[src/rtl/aec_pkg.sv]
package aec_pkg;
    // Register byte offsets.
    localparam logic [5:0] OFS_STAT1   = 6'h00;
    localparam logic [5:0] OFS_CTRL1   = 6'h04;
    localparam logic [5:0] OFS_BSET1   = 6'h08;
    localparam logic [5:0] OFS_BCLR1   = 6'h0C;
    localparam logic [5:0] OFS_BSET2   = 6'h10;
    localparam logic [5:0] OFS_BCLR2   = 6'h14;
    localparam logic [5:0] OFS_EVLO    = 6'h18;
    localparam logic [5:0] OFS_EVHI    = 6'h1C;
    localparam logic [5:0] OFS_SSRST   = 6'h20;
    localparam logic [5:0] OFS_FCWIN   = 6'h24;
    localparam logic [5:0] OFS_RDINC   = 6'h28;
    // Field positions.
    localparam int BIT_DRDY       = 0;
    localparam int BIT_FULL       = 1;
    localparam int BIT_BUSY       = 2;
    localparam int BIT_GBUSY      = 3;
    localparam int BIT_SCOPE      = 4;
    localparam int BIT_MTEST      = 6;
    localparam int BIT_SWRST      = 7;
    localparam int BIT_CLRDATA    = 2;
    localparam int BIT_COUNT_ALL  = 14;
    // Implemented bits and reset values.
    localparam logic [15:0] CTRL1_MASK = 16'h0050;
    localparam logic [15:0] BSET1_MASK = 16'h0080;
    localparam logic [15:0] BSET2_MASK = 16'h4004;
    localparam logic [15:0] BSET2_RST  = 16'h4000;
    localparam logic [15:0] FCWIN_RST  = 16'h0028;
    localparam logic [7:0]  EOB_TAG    = 8'h04;
    // Timing.
    localparam int CLK_NS   = 5;
    localparam int CLEAR_NS = 600;
    localparam logic [7:0] CLEAR_CYC = 8'((CLEAR_NS + CLK_NS - 1) / CLK_NS);
    localparam logic [8:0] CONFIG_CYC = 9'h100;
    // Acquisition states.
    typedef enum logic [2:0] {
        ST_IDLE = 3'b001,
        ST_CONV = 3'b010,
        ST_CLR  = 3'b100
    } aec_state_t;
endpackage : aec_pkg

[src/rtl/aec_ctrl.sv]
`timescale 1ns/100ps
`default_nettype none
module aec_ctrl (
    // Clock and reset.
    input  wire logic        sys_clk_in,
    input  wire logic        rst_n_in,
    // Avalon-MM slave.
    input  wire logic [5:0]  avs_address_in,
    input  wire logic        avs_read_in,
    input  wire logic        avs_write_in,
    input  wire logic [31:0] avs_writedata_in,
    input  wire logic [3:0]  avs_byteenable_in,
    output logic      [31:0] avs_readdata_out,
    output logic             avs_waitrequest_out,
    // Front-panel control bus.
    input  wire logic        gate_in,
    input  wire logic        veto_in,
    input  wire logic        fast_clear_in,
    input  wire logic        reset_pulse_in,
    input  wire logic        chain_busy_in,
    input  wire logic        busy_scope_jumper_in,
    output logic             busy_out,
    output logic             busy_oe_out,
    output logic             busy_led_out,
    // Analog and buffer side.
    input  wire logic        conv_done_in,
    output logic             conv_start_out,
    output logic             conv_abort_out,
    output logic             peak_clear_out,
    output logic      [31:0] end_of_block_word_out,
    output logic             end_of_block_valid_out,
    output logic             data_ready_out
);
    typedef struct packed {
        logic [1:0]          gate_q;
        logic                gate_d;
        logic [1:0]          veto_q;
        logic [1:0]          fc_q;
        logic                fc_d;
        logic [1:0]          rst_q;
        logic                rst_d;
        logic [1:0]          cb_q;
        logic [1:0]          jmp_q;
        aec_pkg::aec_state_t fsm;
        logic [7:0]          tmr;
        logic [15:0]         fcw;
        logic [23:0]         evcnt;
        logic [4:0]          wptr;
        logic [4:0]          rptr;
        logic                last_wr;
        logic [15:0]         ctrl1;
        logic [15:0]         bset1;
        logic [15:0]         bset2;
        logic [15:0]         fcwin;
        logic                wait_r;
        logic [31:0]         rdata;
        logic                ss_wr;
        logic [8:0]          cfg;
        logic                busy;
        logic                led;
        logic                start;
        logic                abort;
        logic                pclr;
        logic [31:0]         end_of_block_word;
        logic                eob_v;
        logic                drdy;
    } aec_st_t;

    aec_st_t st_reg;
    aec_st_t st_next;

    function automatic logic hit(input logic [5:0] a, input logic [5:0] ofs);
        hit = (a[5:2] == ofs[5:2]);
    endfunction : hit

    function automatic logic [15:0] lanes(input logic [31:0] d, input logic [3:0] be);
        lanes = {be[1] ? d[15:8] : 8'h00, be[0] ? d[7:0] : 8'h00};
    endfunction : lanes

    logic        full;
    logic        empty;
    logic        own_busy;
    logic        stop;
    logic        gate_rise;
    logic        fc_rise;
    logic        rst_rise;
    logic        sw_rst;
    logic        data_rst;
    logic        accept;
    logic        do_wr;
    logic [15:0] wd;
    logic [31:0] rd_mux;

    always_comb
    begin
        st_next = st_reg;
        full = (st_reg.wptr == st_reg.rptr) && st_reg.last_wr;
        empty = (st_reg.wptr == st_reg.rptr) && !st_reg.last_wr;
        gate_rise = st_reg.gate_q[1] && !st_reg.gate_d;
        fc_rise = st_reg.fc_q[1] && !st_reg.fc_d;
        rst_rise = st_reg.rst_q[1] && !st_reg.rst_d;
        sw_rst = st_reg.bset1[aec_pkg::BIT_SWRST] || st_reg.ss_wr
            || (rst_rise && st_reg.ctrl1[aec_pkg::BIT_SCOPE]);
        data_rst = sw_rst || st_reg.bset2[aec_pkg::BIT_CLRDATA] || rst_rise;
        own_busy = (st_reg.fsm != aec_pkg::ST_IDLE) || full
            || st_reg.ctrl1[aec_pkg::BIT_MTEST] || data_rst;
        stop = st_reg.jmp_q[1] ? (own_busy || st_reg.cb_q[1]) : own_busy;
        accept = gate_rise && !st_reg.veto_q[1] && !st_reg.fc_q[1] && !stop;
        do_wr = avs_write_in && !st_reg.wait_r;
        wd = lanes(avs_writedata_in, avs_byteenable_in);

        // Input synchronisers and edge history.
        st_next.gate_q = {st_reg.gate_q[0], gate_in};
        st_next.veto_q = {st_reg.veto_q[0], veto_in};
        st_next.fc_q = {st_reg.fc_q[0], fast_clear_in};
        st_next.rst_q = {st_reg.rst_q[0], reset_pulse_in};
        st_next.cb_q = {st_reg.cb_q[0], chain_busy_in};
        st_next.jmp_q = {st_reg.jmp_q[0], busy_scope_jumper_in};
        st_next.gate_d = st_reg.gate_q[1];
        st_next.fc_d = st_reg.fc_q[1];
        st_next.rst_d = st_reg.rst_q[1];

        // Event counter.
        if (st_reg.bset2[aec_pkg::BIT_COUNT_ALL] ? gate_rise : accept)
        begin
            st_next.evcnt = st_reg.evcnt + 24'h000001;
        end

        // Acquisition sequence.
        st_next.start = 1'b0;
        st_next.abort = 1'b0;
        st_next.eob_v = 1'b0;
        unique case (st_reg.fsm)
            aec_pkg::ST_IDLE:
            begin
                if (accept)
                begin
                    st_next.fsm = aec_pkg::ST_CONV;
                    st_next.fcw = st_reg.fcwin;
                    st_next.start = 1'b1;
                end
            end
            aec_pkg::ST_CONV:
            begin
                if (st_reg.fcw != 16'h0000)
                begin
                    st_next.fcw = st_reg.fcw - 16'h0001;
                end
                if (fc_rise && (st_reg.fcw != 16'h0000))
                begin
                    st_next.fsm = aec_pkg::ST_CLR;
                    st_next.tmr = aec_pkg::CLEAR_CYC - 8'h01;
                    st_next.abort = 1'b1;
                end
                else if (conv_done_in)
                begin
                    st_next.fsm = aec_pkg::ST_CLR;
                    st_next.tmr = aec_pkg::CLEAR_CYC - 8'h01;
                    st_next.end_of_block_word = {aec_pkg::EOB_TAG, st_reg.evcnt};
                    st_next.eob_v = 1'b1;
                    st_next.wptr = st_reg.wptr + 5'h01;
                    st_next.last_wr = 1'b1;
                end
            end
            aec_pkg::ST_CLR:
            begin
                if (st_reg.tmr == 8'h00)
                begin
                    st_next.fsm = aec_pkg::ST_IDLE;
                end
                else
                begin
                    st_next.tmr = st_reg.tmr - 8'h01;
                end
            end
        endcase

        // Event buffer read advance.
        if (do_wr && hit(avs_address_in, aec_pkg::OFS_RDINC) && !empty)
        begin
            st_next.rptr = st_reg.rptr + 5'h01;
            st_next.last_wr = 1'b0;
        end

        // Data reset wins over any count or pointer move.
        if (data_rst)
        begin
            st_next.evcnt = 24'h000000;
            st_next.wptr = 5'h00;
            st_next.rptr = 5'h00;
            st_next.last_wr = 1'b0;
            st_next.fsm = aec_pkg::ST_IDLE;
            st_next.fcw = 16'h0000;
            st_next.eob_v = 1'b0;
        end
        if (sw_rst)
        begin
            st_next.ctrl1 = 16'h0000;
            st_next.bset2 = aec_pkg::BSET2_RST;
            st_next.fcwin = aec_pkg::FCWIN_RST;
        end

        // Register writes.
        st_next.ss_wr = avs_write_in && hit(avs_address_in, aec_pkg::OFS_SSRST);
        if (do_wr)
        begin
            if (hit(avs_address_in, aec_pkg::OFS_CTRL1))
            begin
                st_next.ctrl1 = wd & aec_pkg::CTRL1_MASK;
            end
            if (hit(avs_address_in, aec_pkg::OFS_BSET1))
            begin
                st_next.bset1 = st_reg.bset1 | (wd & aec_pkg::BSET1_MASK);
            end
            if (hit(avs_address_in, aec_pkg::OFS_BCLR1))
            begin
                st_next.bset1 = st_reg.bset1 & ~wd;
            end
            if (hit(avs_address_in, aec_pkg::OFS_BSET2))
            begin
                st_next.bset2 = st_next.bset2 | (wd & aec_pkg::BSET2_MASK);
            end
            if (hit(avs_address_in, aec_pkg::OFS_BCLR2))
            begin
                st_next.bset2 = st_next.bset2 & ~wd;
            end
            if (hit(avs_address_in, aec_pkg::OFS_FCWIN))
            begin
                st_next.fcwin = wd;
            end
        end

        // Read data and wait handshake.
        rd_mux = 32'h00000000;
        if (hit(avs_address_in, aec_pkg::OFS_STAT1))
        begin
            rd_mux[aec_pkg::BIT_DRDY] = !empty;
            rd_mux[aec_pkg::BIT_FULL] = full;
            rd_mux[aec_pkg::BIT_BUSY] = st_reg.busy;
            rd_mux[aec_pkg::BIT_GBUSY] = st_reg.busy || st_reg.cb_q[1];
        end
        else if (hit(avs_address_in, aec_pkg::OFS_CTRL1))
            rd_mux[15:0] = st_reg.ctrl1;
        else if (hit(avs_address_in, aec_pkg::OFS_BSET1) || hit(avs_address_in, aec_pkg::OFS_BCLR1))
            rd_mux[15:0] = st_reg.bset1;
        else if (hit(avs_address_in, aec_pkg::OFS_BSET2) || hit(avs_address_in, aec_pkg::OFS_BCLR2))
            rd_mux[15:0] = st_reg.bset2;
        else if (hit(avs_address_in, aec_pkg::OFS_EVLO))
            rd_mux[15:0] = st_reg.evcnt[15:0];
        else if (hit(avs_address_in, aec_pkg::OFS_EVHI))
            rd_mux[7:0] = st_reg.evcnt[23:16];
        else if (hit(avs_address_in, aec_pkg::OFS_FCWIN))
            rd_mux[15:0] = st_reg.fcwin;
        if (avs_read_in && st_reg.wait_r)
        begin
            st_next.rdata = rd_mux;
        end
        st_next.wait_r = !((avs_read_in || avs_write_in) && st_reg.wait_r);

        // Outputs.
        if (st_reg.cfg != 9'h000)
        begin
            st_next.cfg = st_reg.cfg - 9'h001;
        end
        st_next.busy = own_busy;
        st_next.led = own_busy || (st_reg.cfg != 9'h000);
        st_next.pclr = data_rst || st_reg.fsm == aec_pkg::ST_CLR;
        st_next.drdy = !empty;
    end

    always_ff @(posedge sys_clk_in or negedge rst_n_in)
    begin
        if (!rst_n_in)
        begin
            st_reg <= '{fsm: aec_pkg::ST_IDLE, bset2: aec_pkg::BSET2_RST,
                        fcwin: aec_pkg::FCWIN_RST, cfg: aec_pkg::CONFIG_CYC,
                        wait_r: 1'b1, led: 1'b1, default: '0};
        end
        else
        begin
            st_reg <= st_next;
        end
    end

    assign avs_readdata_out = st_reg.rdata;
    assign avs_waitrequest_out = st_reg.wait_r;
    assign busy_out = st_reg.busy;
    assign busy_oe_out = st_reg.busy;
    assign busy_led_out = st_reg.led;
    assign conv_start_out = st_reg.start;
    assign conv_abort_out = st_reg.abort;
    assign peak_clear_out = st_reg.pclr;
    assign end_of_block_word_out = st_reg.end_of_block_word;
    assign end_of_block_valid_out = st_reg.eob_v;
    assign data_ready_out = st_reg.drdy;
endmodule : aec_ctrl
`default_nettype wire

[config.mk]
export PLATFORM = sky130hd
export DESIGN_NAME = aec_ctrl
export DESIGN_NICKNAME = d
export VERILOG_FILES = /design/src/rtl/aec_pkg.sv /design/src/rtl/aec_ctrl.sv
export SDC_FILE = /design/constraint.sdc
export NUM_CORES = 1
export LEC_CHECK = 0
export ABC_AREA = 1
export BUFFER_PORTS_ARGS = -buffer_cell sky130_fd_sc_hd__buf_2
export CAP_MARGIN = 40
export CORE_ASPECT_RATIO = 0.75
export CORE_MARGIN = 2
export CORE_UTILIZATION = 64
export DETAILED_ROUTE_END_ITERATION = 10
export PLACE_DENSITY = 0.86
export SLEW_MARGIN = 20
export SYNTH_ARGS = -nofsm -noshare
export SYNTH_HDL_FRONTEND = slang
export SYNTH_SLANG_ARGS = --single-unit
[constraint.sdc]
create_clock -name sys_clk_in -period 5 [get_ports sys_clk_in]
set_clock_uncertainty 0.2 [all_clocks]
set_input_delay 0.25 -clock sys_clk_in [delete_from_list [all_inputs] [get_ports sys_clk_in]]
set_output_delay 0.25 -clock sys_clk_in [all_outputs]
set_load 0.05 [all_outputs]
* Word-level counts from Yosys, hierarchy flattened
Cells that the tools add are included.
Widths: inputs -> output; s select.
** Operators by class
- Add/subtract/negate cells :: 6
- Eq/ne operators :: 23
- Mux-type cells :: 51
- Bitwise gates (word level) :: 6
- Reductions and logical operators :: 60
** Operators by type and width (number)
- $mux 16 :: 15
- $mux 64 :: 1
- $mux 51 :: 1
- $mux 8 :: 5
- $and 16x16->16 :: 2
- $mux 32 :: 1
- $pmux 16 s2 :: 1
- $add 24x1->24 const B :: 1
- $mux 24 :: 1
- $mux 11 :: 2
- $reduce_and 3->1 :: 6
- $eq 4x3->1 const B :: 4
- $logic_and 1x1->1 :: 16
- $not 16->16 :: 1
- $or 16x15->16 :: 1
- $or 16x8->16 :: 1
- $pmux 8 s2 :: 1
- $reduce_bool 16->1 :: 1
- $sub 16x1->16 const B :: 1
- $mux 5 :: 3
- $logic_or 1x1->1 :: 14
- $mux 1 :: 13
- $eq 4x4->1 const B :: 3
- $mux 12 :: 1
- 26 further kinds :: 50
** Storage, ports and cells
- Register bits after elaboration :: 200
- Bits of input ports :: 53
- Output and inout bits :: 73
- Logic and storage cells :: 178

* Logic depth before layout (Yosys ltp)
- Depth in word-level cells :: 14
- Gate-level depth with buffers :: 12
- Depth with buffers taken out :: 12

* Worst setup path before layout
Ideal clock, no wire load.
- Kind :: flip-flop to flip-flop
- Start :: register st_reg, in the netlist avs_waitrequest_out
- End :: register st_reg[82] (netlist bit)
- Setup time :: 126 ps
- Arrival :: 1595 ps
- Data required time :: 4674 ps
- Setup slack :: 3078 ps
- Stages on the path, launching flop included :: 8
- Buffers on the path :: 3
- Clock period less this slack :: 1922 ps
- Cell sequence :: dfstp_2 -> or2_1 -> clkbuf_1 -> inv_1 -> nand2_1 -> buf_2 -> buf_6 -> o22ai_1
** RTL lines
- start: declaration :: RTL line aec_ctrl.sv:69 : aec_st_t st_reg;
- start signal: assignment :: RTL line aec_ctrl.sv:275 : st_reg <= '{fsm: aec_pkg::ST_IDLE, bset2: aec_pkg::BSET2_RST,
- start signal: assignment :: RTL line aec_ctrl.sv:281 : st_reg <= st_next;

==> implementation parameters <==
Parameter                              Value

Pwr
  LEAKAGE ... 6.09 nW
  Pwr/cell area ... 413 nW/µm²
  IR drop worst, VDD ... 0.307 mV

Clock tree
  Clock tree from TritonCTS ... done
  CTS Buffer Depth ... 2
  Latest clock arrival within the worst-skew pair ... 450 ps
  Hold buffer count at cts ... 38
  Number of cells upsized or downsized after cts ... 0
  Total clock sinks ... 200
  Number of post-CTS setup repair buffers ... 0
  Master cell of the clock root buffer ... sky130_fd_sc_hd__clkbuf_16
  CTS clk-pin slew, worst paths ... 80 ps
  Number of H-tree branching levels ... 4
  Number of buffers inserted during clock tree synthesis ... 17

STA
  Crit share post-route ... 59.1%
  Setup TNS ... 0 ps
  Final worst path period need ... 2950 ps
  Rel. slew slack ... 44.6%
  Number of slew-limit violations in the final report ... 0
  Unrepaired setup endpoints after global routing ... false
  Final hold vios ... 0
  Min setup slack post-route ... 2050 ps
  Maximum clock frequency ... 339 MHz
  Worst-Margin Slew ... 830 ps
  # setup viols final ... 0

Synth
  FFs w/ async S/R, synth ... 100%
  Top cells by area, synth ... sky130_fd_sc_hd__dfrtp_1 (45%), sky130_fd_sc_hd__nand2_1 (12%), sky130_fd_sc_hd__inv_1 (5.4%)
  Cell type with the highest aggregate area in the netlist ... sky130_fd_sc_hd__dfrtp_1
  EDFF count, synth ... 0
  Synth Register Bits ... 200
  Flip-flop cell with the highest count after synthesis ... sky130_fd_sc_hd__dfrtp_1
  Portion of the post-synthesis area used by sequential elements ... 46.9%
  Count of warnings emitted by yosys ... 0
  Leading cell type by number of instances after synthesis ... sky130_fd_sc_hd__nand2_1
  Area of the mapped netlist ... 10700 µm²
  Post-synthesis cell count ... 1309
  Top cell types by occurrence after synthesis ... sky130_fd_sc_hd__nand2_1 (337), sky130_fd_sc_hd__dfrtp_1 (193), sky130_fd_sc_hd__inv_1 (155), sky130_fd_sc_hd__nor2_1 (102), sky130_fd_sc_hd__nand3_1 (69)
  Unique masters post-synth ... 49
  Average instance area after synthesis ... 8.16 µm²
  Share of the synthesized area in the top cell type ... 45.2%

Setup path
  Slack of the worst reg-to-reg path ... 2050 ps
  Family of cells with the greatest summed delay on the critical path ... simple AND/OR/NAND/NOR gates
  Data required time of the worst path ... 5150 ps
  Crit Path Max Fanout ... 24
  Number of cells on the worst reg-to-reg path ... 7
  Stage delay of the slowest cell on the critical path ... 780 ps
  Standard cell with the maximum stage delay on the critical path ... sky130_fd_sc_hd__inv_1
  Crit path DAT ... 3110 ps
  Startpoint type of the worst setup path ... flip-flop
  Critical Path Most Common Cell ... sky130_fd_sc_hd__nand2_1
  Worst flop-to-flop path endpoint ... st_reg[84]
  Classification of the worst setup path ... flip-flop to flip-flop
  Critical path, cell by cell ... nand2_1, inv_1, nand2_1, nand2_1, inv_1, nand2_1, o21ai_0
  Critical Path Sink Type ... flip-flop
  FF-to-FF Start ... st_next[212]
  Buffers plus inverters on the worst setup path ... 2

Floorplan
  Standard-cell rows ... 40
  Number of primary I/O pins ... 126
  Placeable core region ... 16200 µm²
  Chip Height ... 116 µm
  Die area ... 17800 µm²
  Die outline width ... 153 µm
  Starting utilization of the core area ... 66.1%

Status
  Run status ... completed

Place
  Post-Place Worst Slack ... 2210 ps
  IO buf count ... 82
  Post-DP HPWL ... 17.6 mm
  Final weighted congestion in routability-driven placement ... 0.924

Final layout
  Total of fill cells in the finished design ... 1187
  Number of antenna diodes ... 0
  Fraction of layout instances using a drive strength above 1 ... 14.4%
  Growth of design area from synthesis to finish ... 9.90%
  Post-layout net count ... 1426
  Number of flip-flops under the largest register name ... 126

Job
  Max-cap viol count ... 0

Global route
  Pin count of the biggest net entering global routing ... 112
  Antenna violations before repair ... 0
  Overflow left after global routing ... 0
  Global router's overall resource usage ... 30.3%
  Vias in the first global route ... 8401
  Global-route wire length before repair ... 42.4 mm

Route
  Number of vias per cell ... 5.65
  First drt pass iteration count ... 6
  WL per Instance ... 16.3 µm
  Remaining design rule violation count ... 0
  Iter 0 DRT Violations ... 1022
  Total wire length after detailed routing ... 25.9 mm
  Total vias in the final route ... 8975
  Count of nets left with antenna violations after detail routing ... 0

Hold path
  Launch point of the worst hold path ... avs_byteenable_in[0]
  Hold Path Stages ... 3
  Hold WC Path Type ... primary input to flip-flop
  Capture endpoint of the worst hold path ... st_reg[83]
[per-stage QoR]
stage / cells / utilization, % / total power, mW / area, µm² / hold slack, ps
final: 1589 / 72.6 / 4.85 / 11700 / 30.2
after global routing: 1589 / 72.6 / 5.10 / 11700 / 30.8
after CTS: 1589 / 72.6 / 4.84 / 11700 / 3.45
after detailed placement: 1519 / 66.6 / 3.42 / 10800 / 136
after global placement: 1516 / 66.3 / 3.37 / 10700 / 135
after floorplan: 1331 / - / 3.20 / 10800 / -246
[report_power, final]
part	leakage [nW]	switching (mW)	internal, mW
clock	0.289	0.690	0.688
sequential	2.61	0.136	1.79
combinational	3.19	1.10	0.439
total	6.09	1.93	2.92
[worst reg2reg max path, cell delays in order (launching register included)]
cell                      delay, ps
sky130_fd_sc_hd__dfrtp_1        380
sky130_fd_sc_hd__nand2_1        200
sky130_fd_sc_hd__inv_1           60
sky130_fd_sc_hd__nand2_1         60
sky130_fd_sc_hd__nand2_1        360
sky130_fd_sc_hd__inv_1          790
sky130_fd_sc_hd__nand2_1        480
sky130_fd_sc_hd__o21ai_0        320
[routing by layer]
metal	share of wire (%)	routed length, µm	global-route usage [%]
met5	0	0	0
met4	2.1	550	9.51
met3	9.1	2370	7.44
met2	47	12200	49.2
met1	42	10800	40.7
[cell usage in the layout, fill, tap and decap left out, types with 22 or more instances in the layout]
cell                            count
sky130_fd_sc_hd__nand2_1          337
sky130_fd_sc_hd__dfrtp_1          193
sky130_fd_sc_hd__inv_1            155
sky130_fd_sc_hd__nor2_1           102
sky130_fd_sc_hd__buf_2             81
sky130_fd_sc_hd__nand3_1           69
sky130_fd_sc_hd__o21ai_0           41
sky130_fd_sc_hd__dlygate4sd3_1     38
sky130_fd_sc_hd__nand4_1           37
sky130_fd_sc_hd__xor2_1            34
sky130_fd_sc_hd__a21oi_1           24
sky130_fd_sc_hd__nor3_1            23
sky130_fd_sc_hd__o211ai_1          23
sky130_fd_sc_hd__conb_1            23
sky130_fd_sc_hd__o21ai_1           22
[cell type report]
cell class / instances / area [µm²] / share of cell area (%)
clock buffers: 19 / 443 / 3.77
clock inverters: 13 / 150 / 1.28
inverters: 168 / 633 / 5.39
multi-input cells: 854 / 4360 / 37.2
flip-flops and latches: 200 / 5010 / 42.7
well taps: 210 / 263 / 2.24
repair buffers: 125 / 873 / 7.44
[cell families (layout without fill, tap and decap cells)]
group	Yosys count	in the layout	synth area share (%)
XOR/XNOR	41	41	3.36
buffers and inverters	277	325	13.0
AO/OA/AOI/OAI	153	153	8.46
adder cells (fa/ha/maj)	7	7	0.820
AND/OR/NAND/NOR	630	630	27.4
flip-flops	200	200	46.9
other	1	23	0.0351
[worst max path at each step]
stage | from | endpoint | slack (ps) | cells past startpoint
6_report | st_next[212] | st_reg[84] | 2050 | 7
5_1_grt | st_next[212] | st_reg[84] | 1870 | 7
4_1_cts | st_next[212] | st_reg[84] | 2170 | 7
3_5_place_dp | st_next[212] | st_reg[84] | 2210 | 7
3_3_place_gp | st_next[212] | st_reg[87] | 2230 | 8
2_1_floorplan | avs_waitrequest_out | st_reg[82] | 3080 | 7
(Power assumes the default switching activity.)
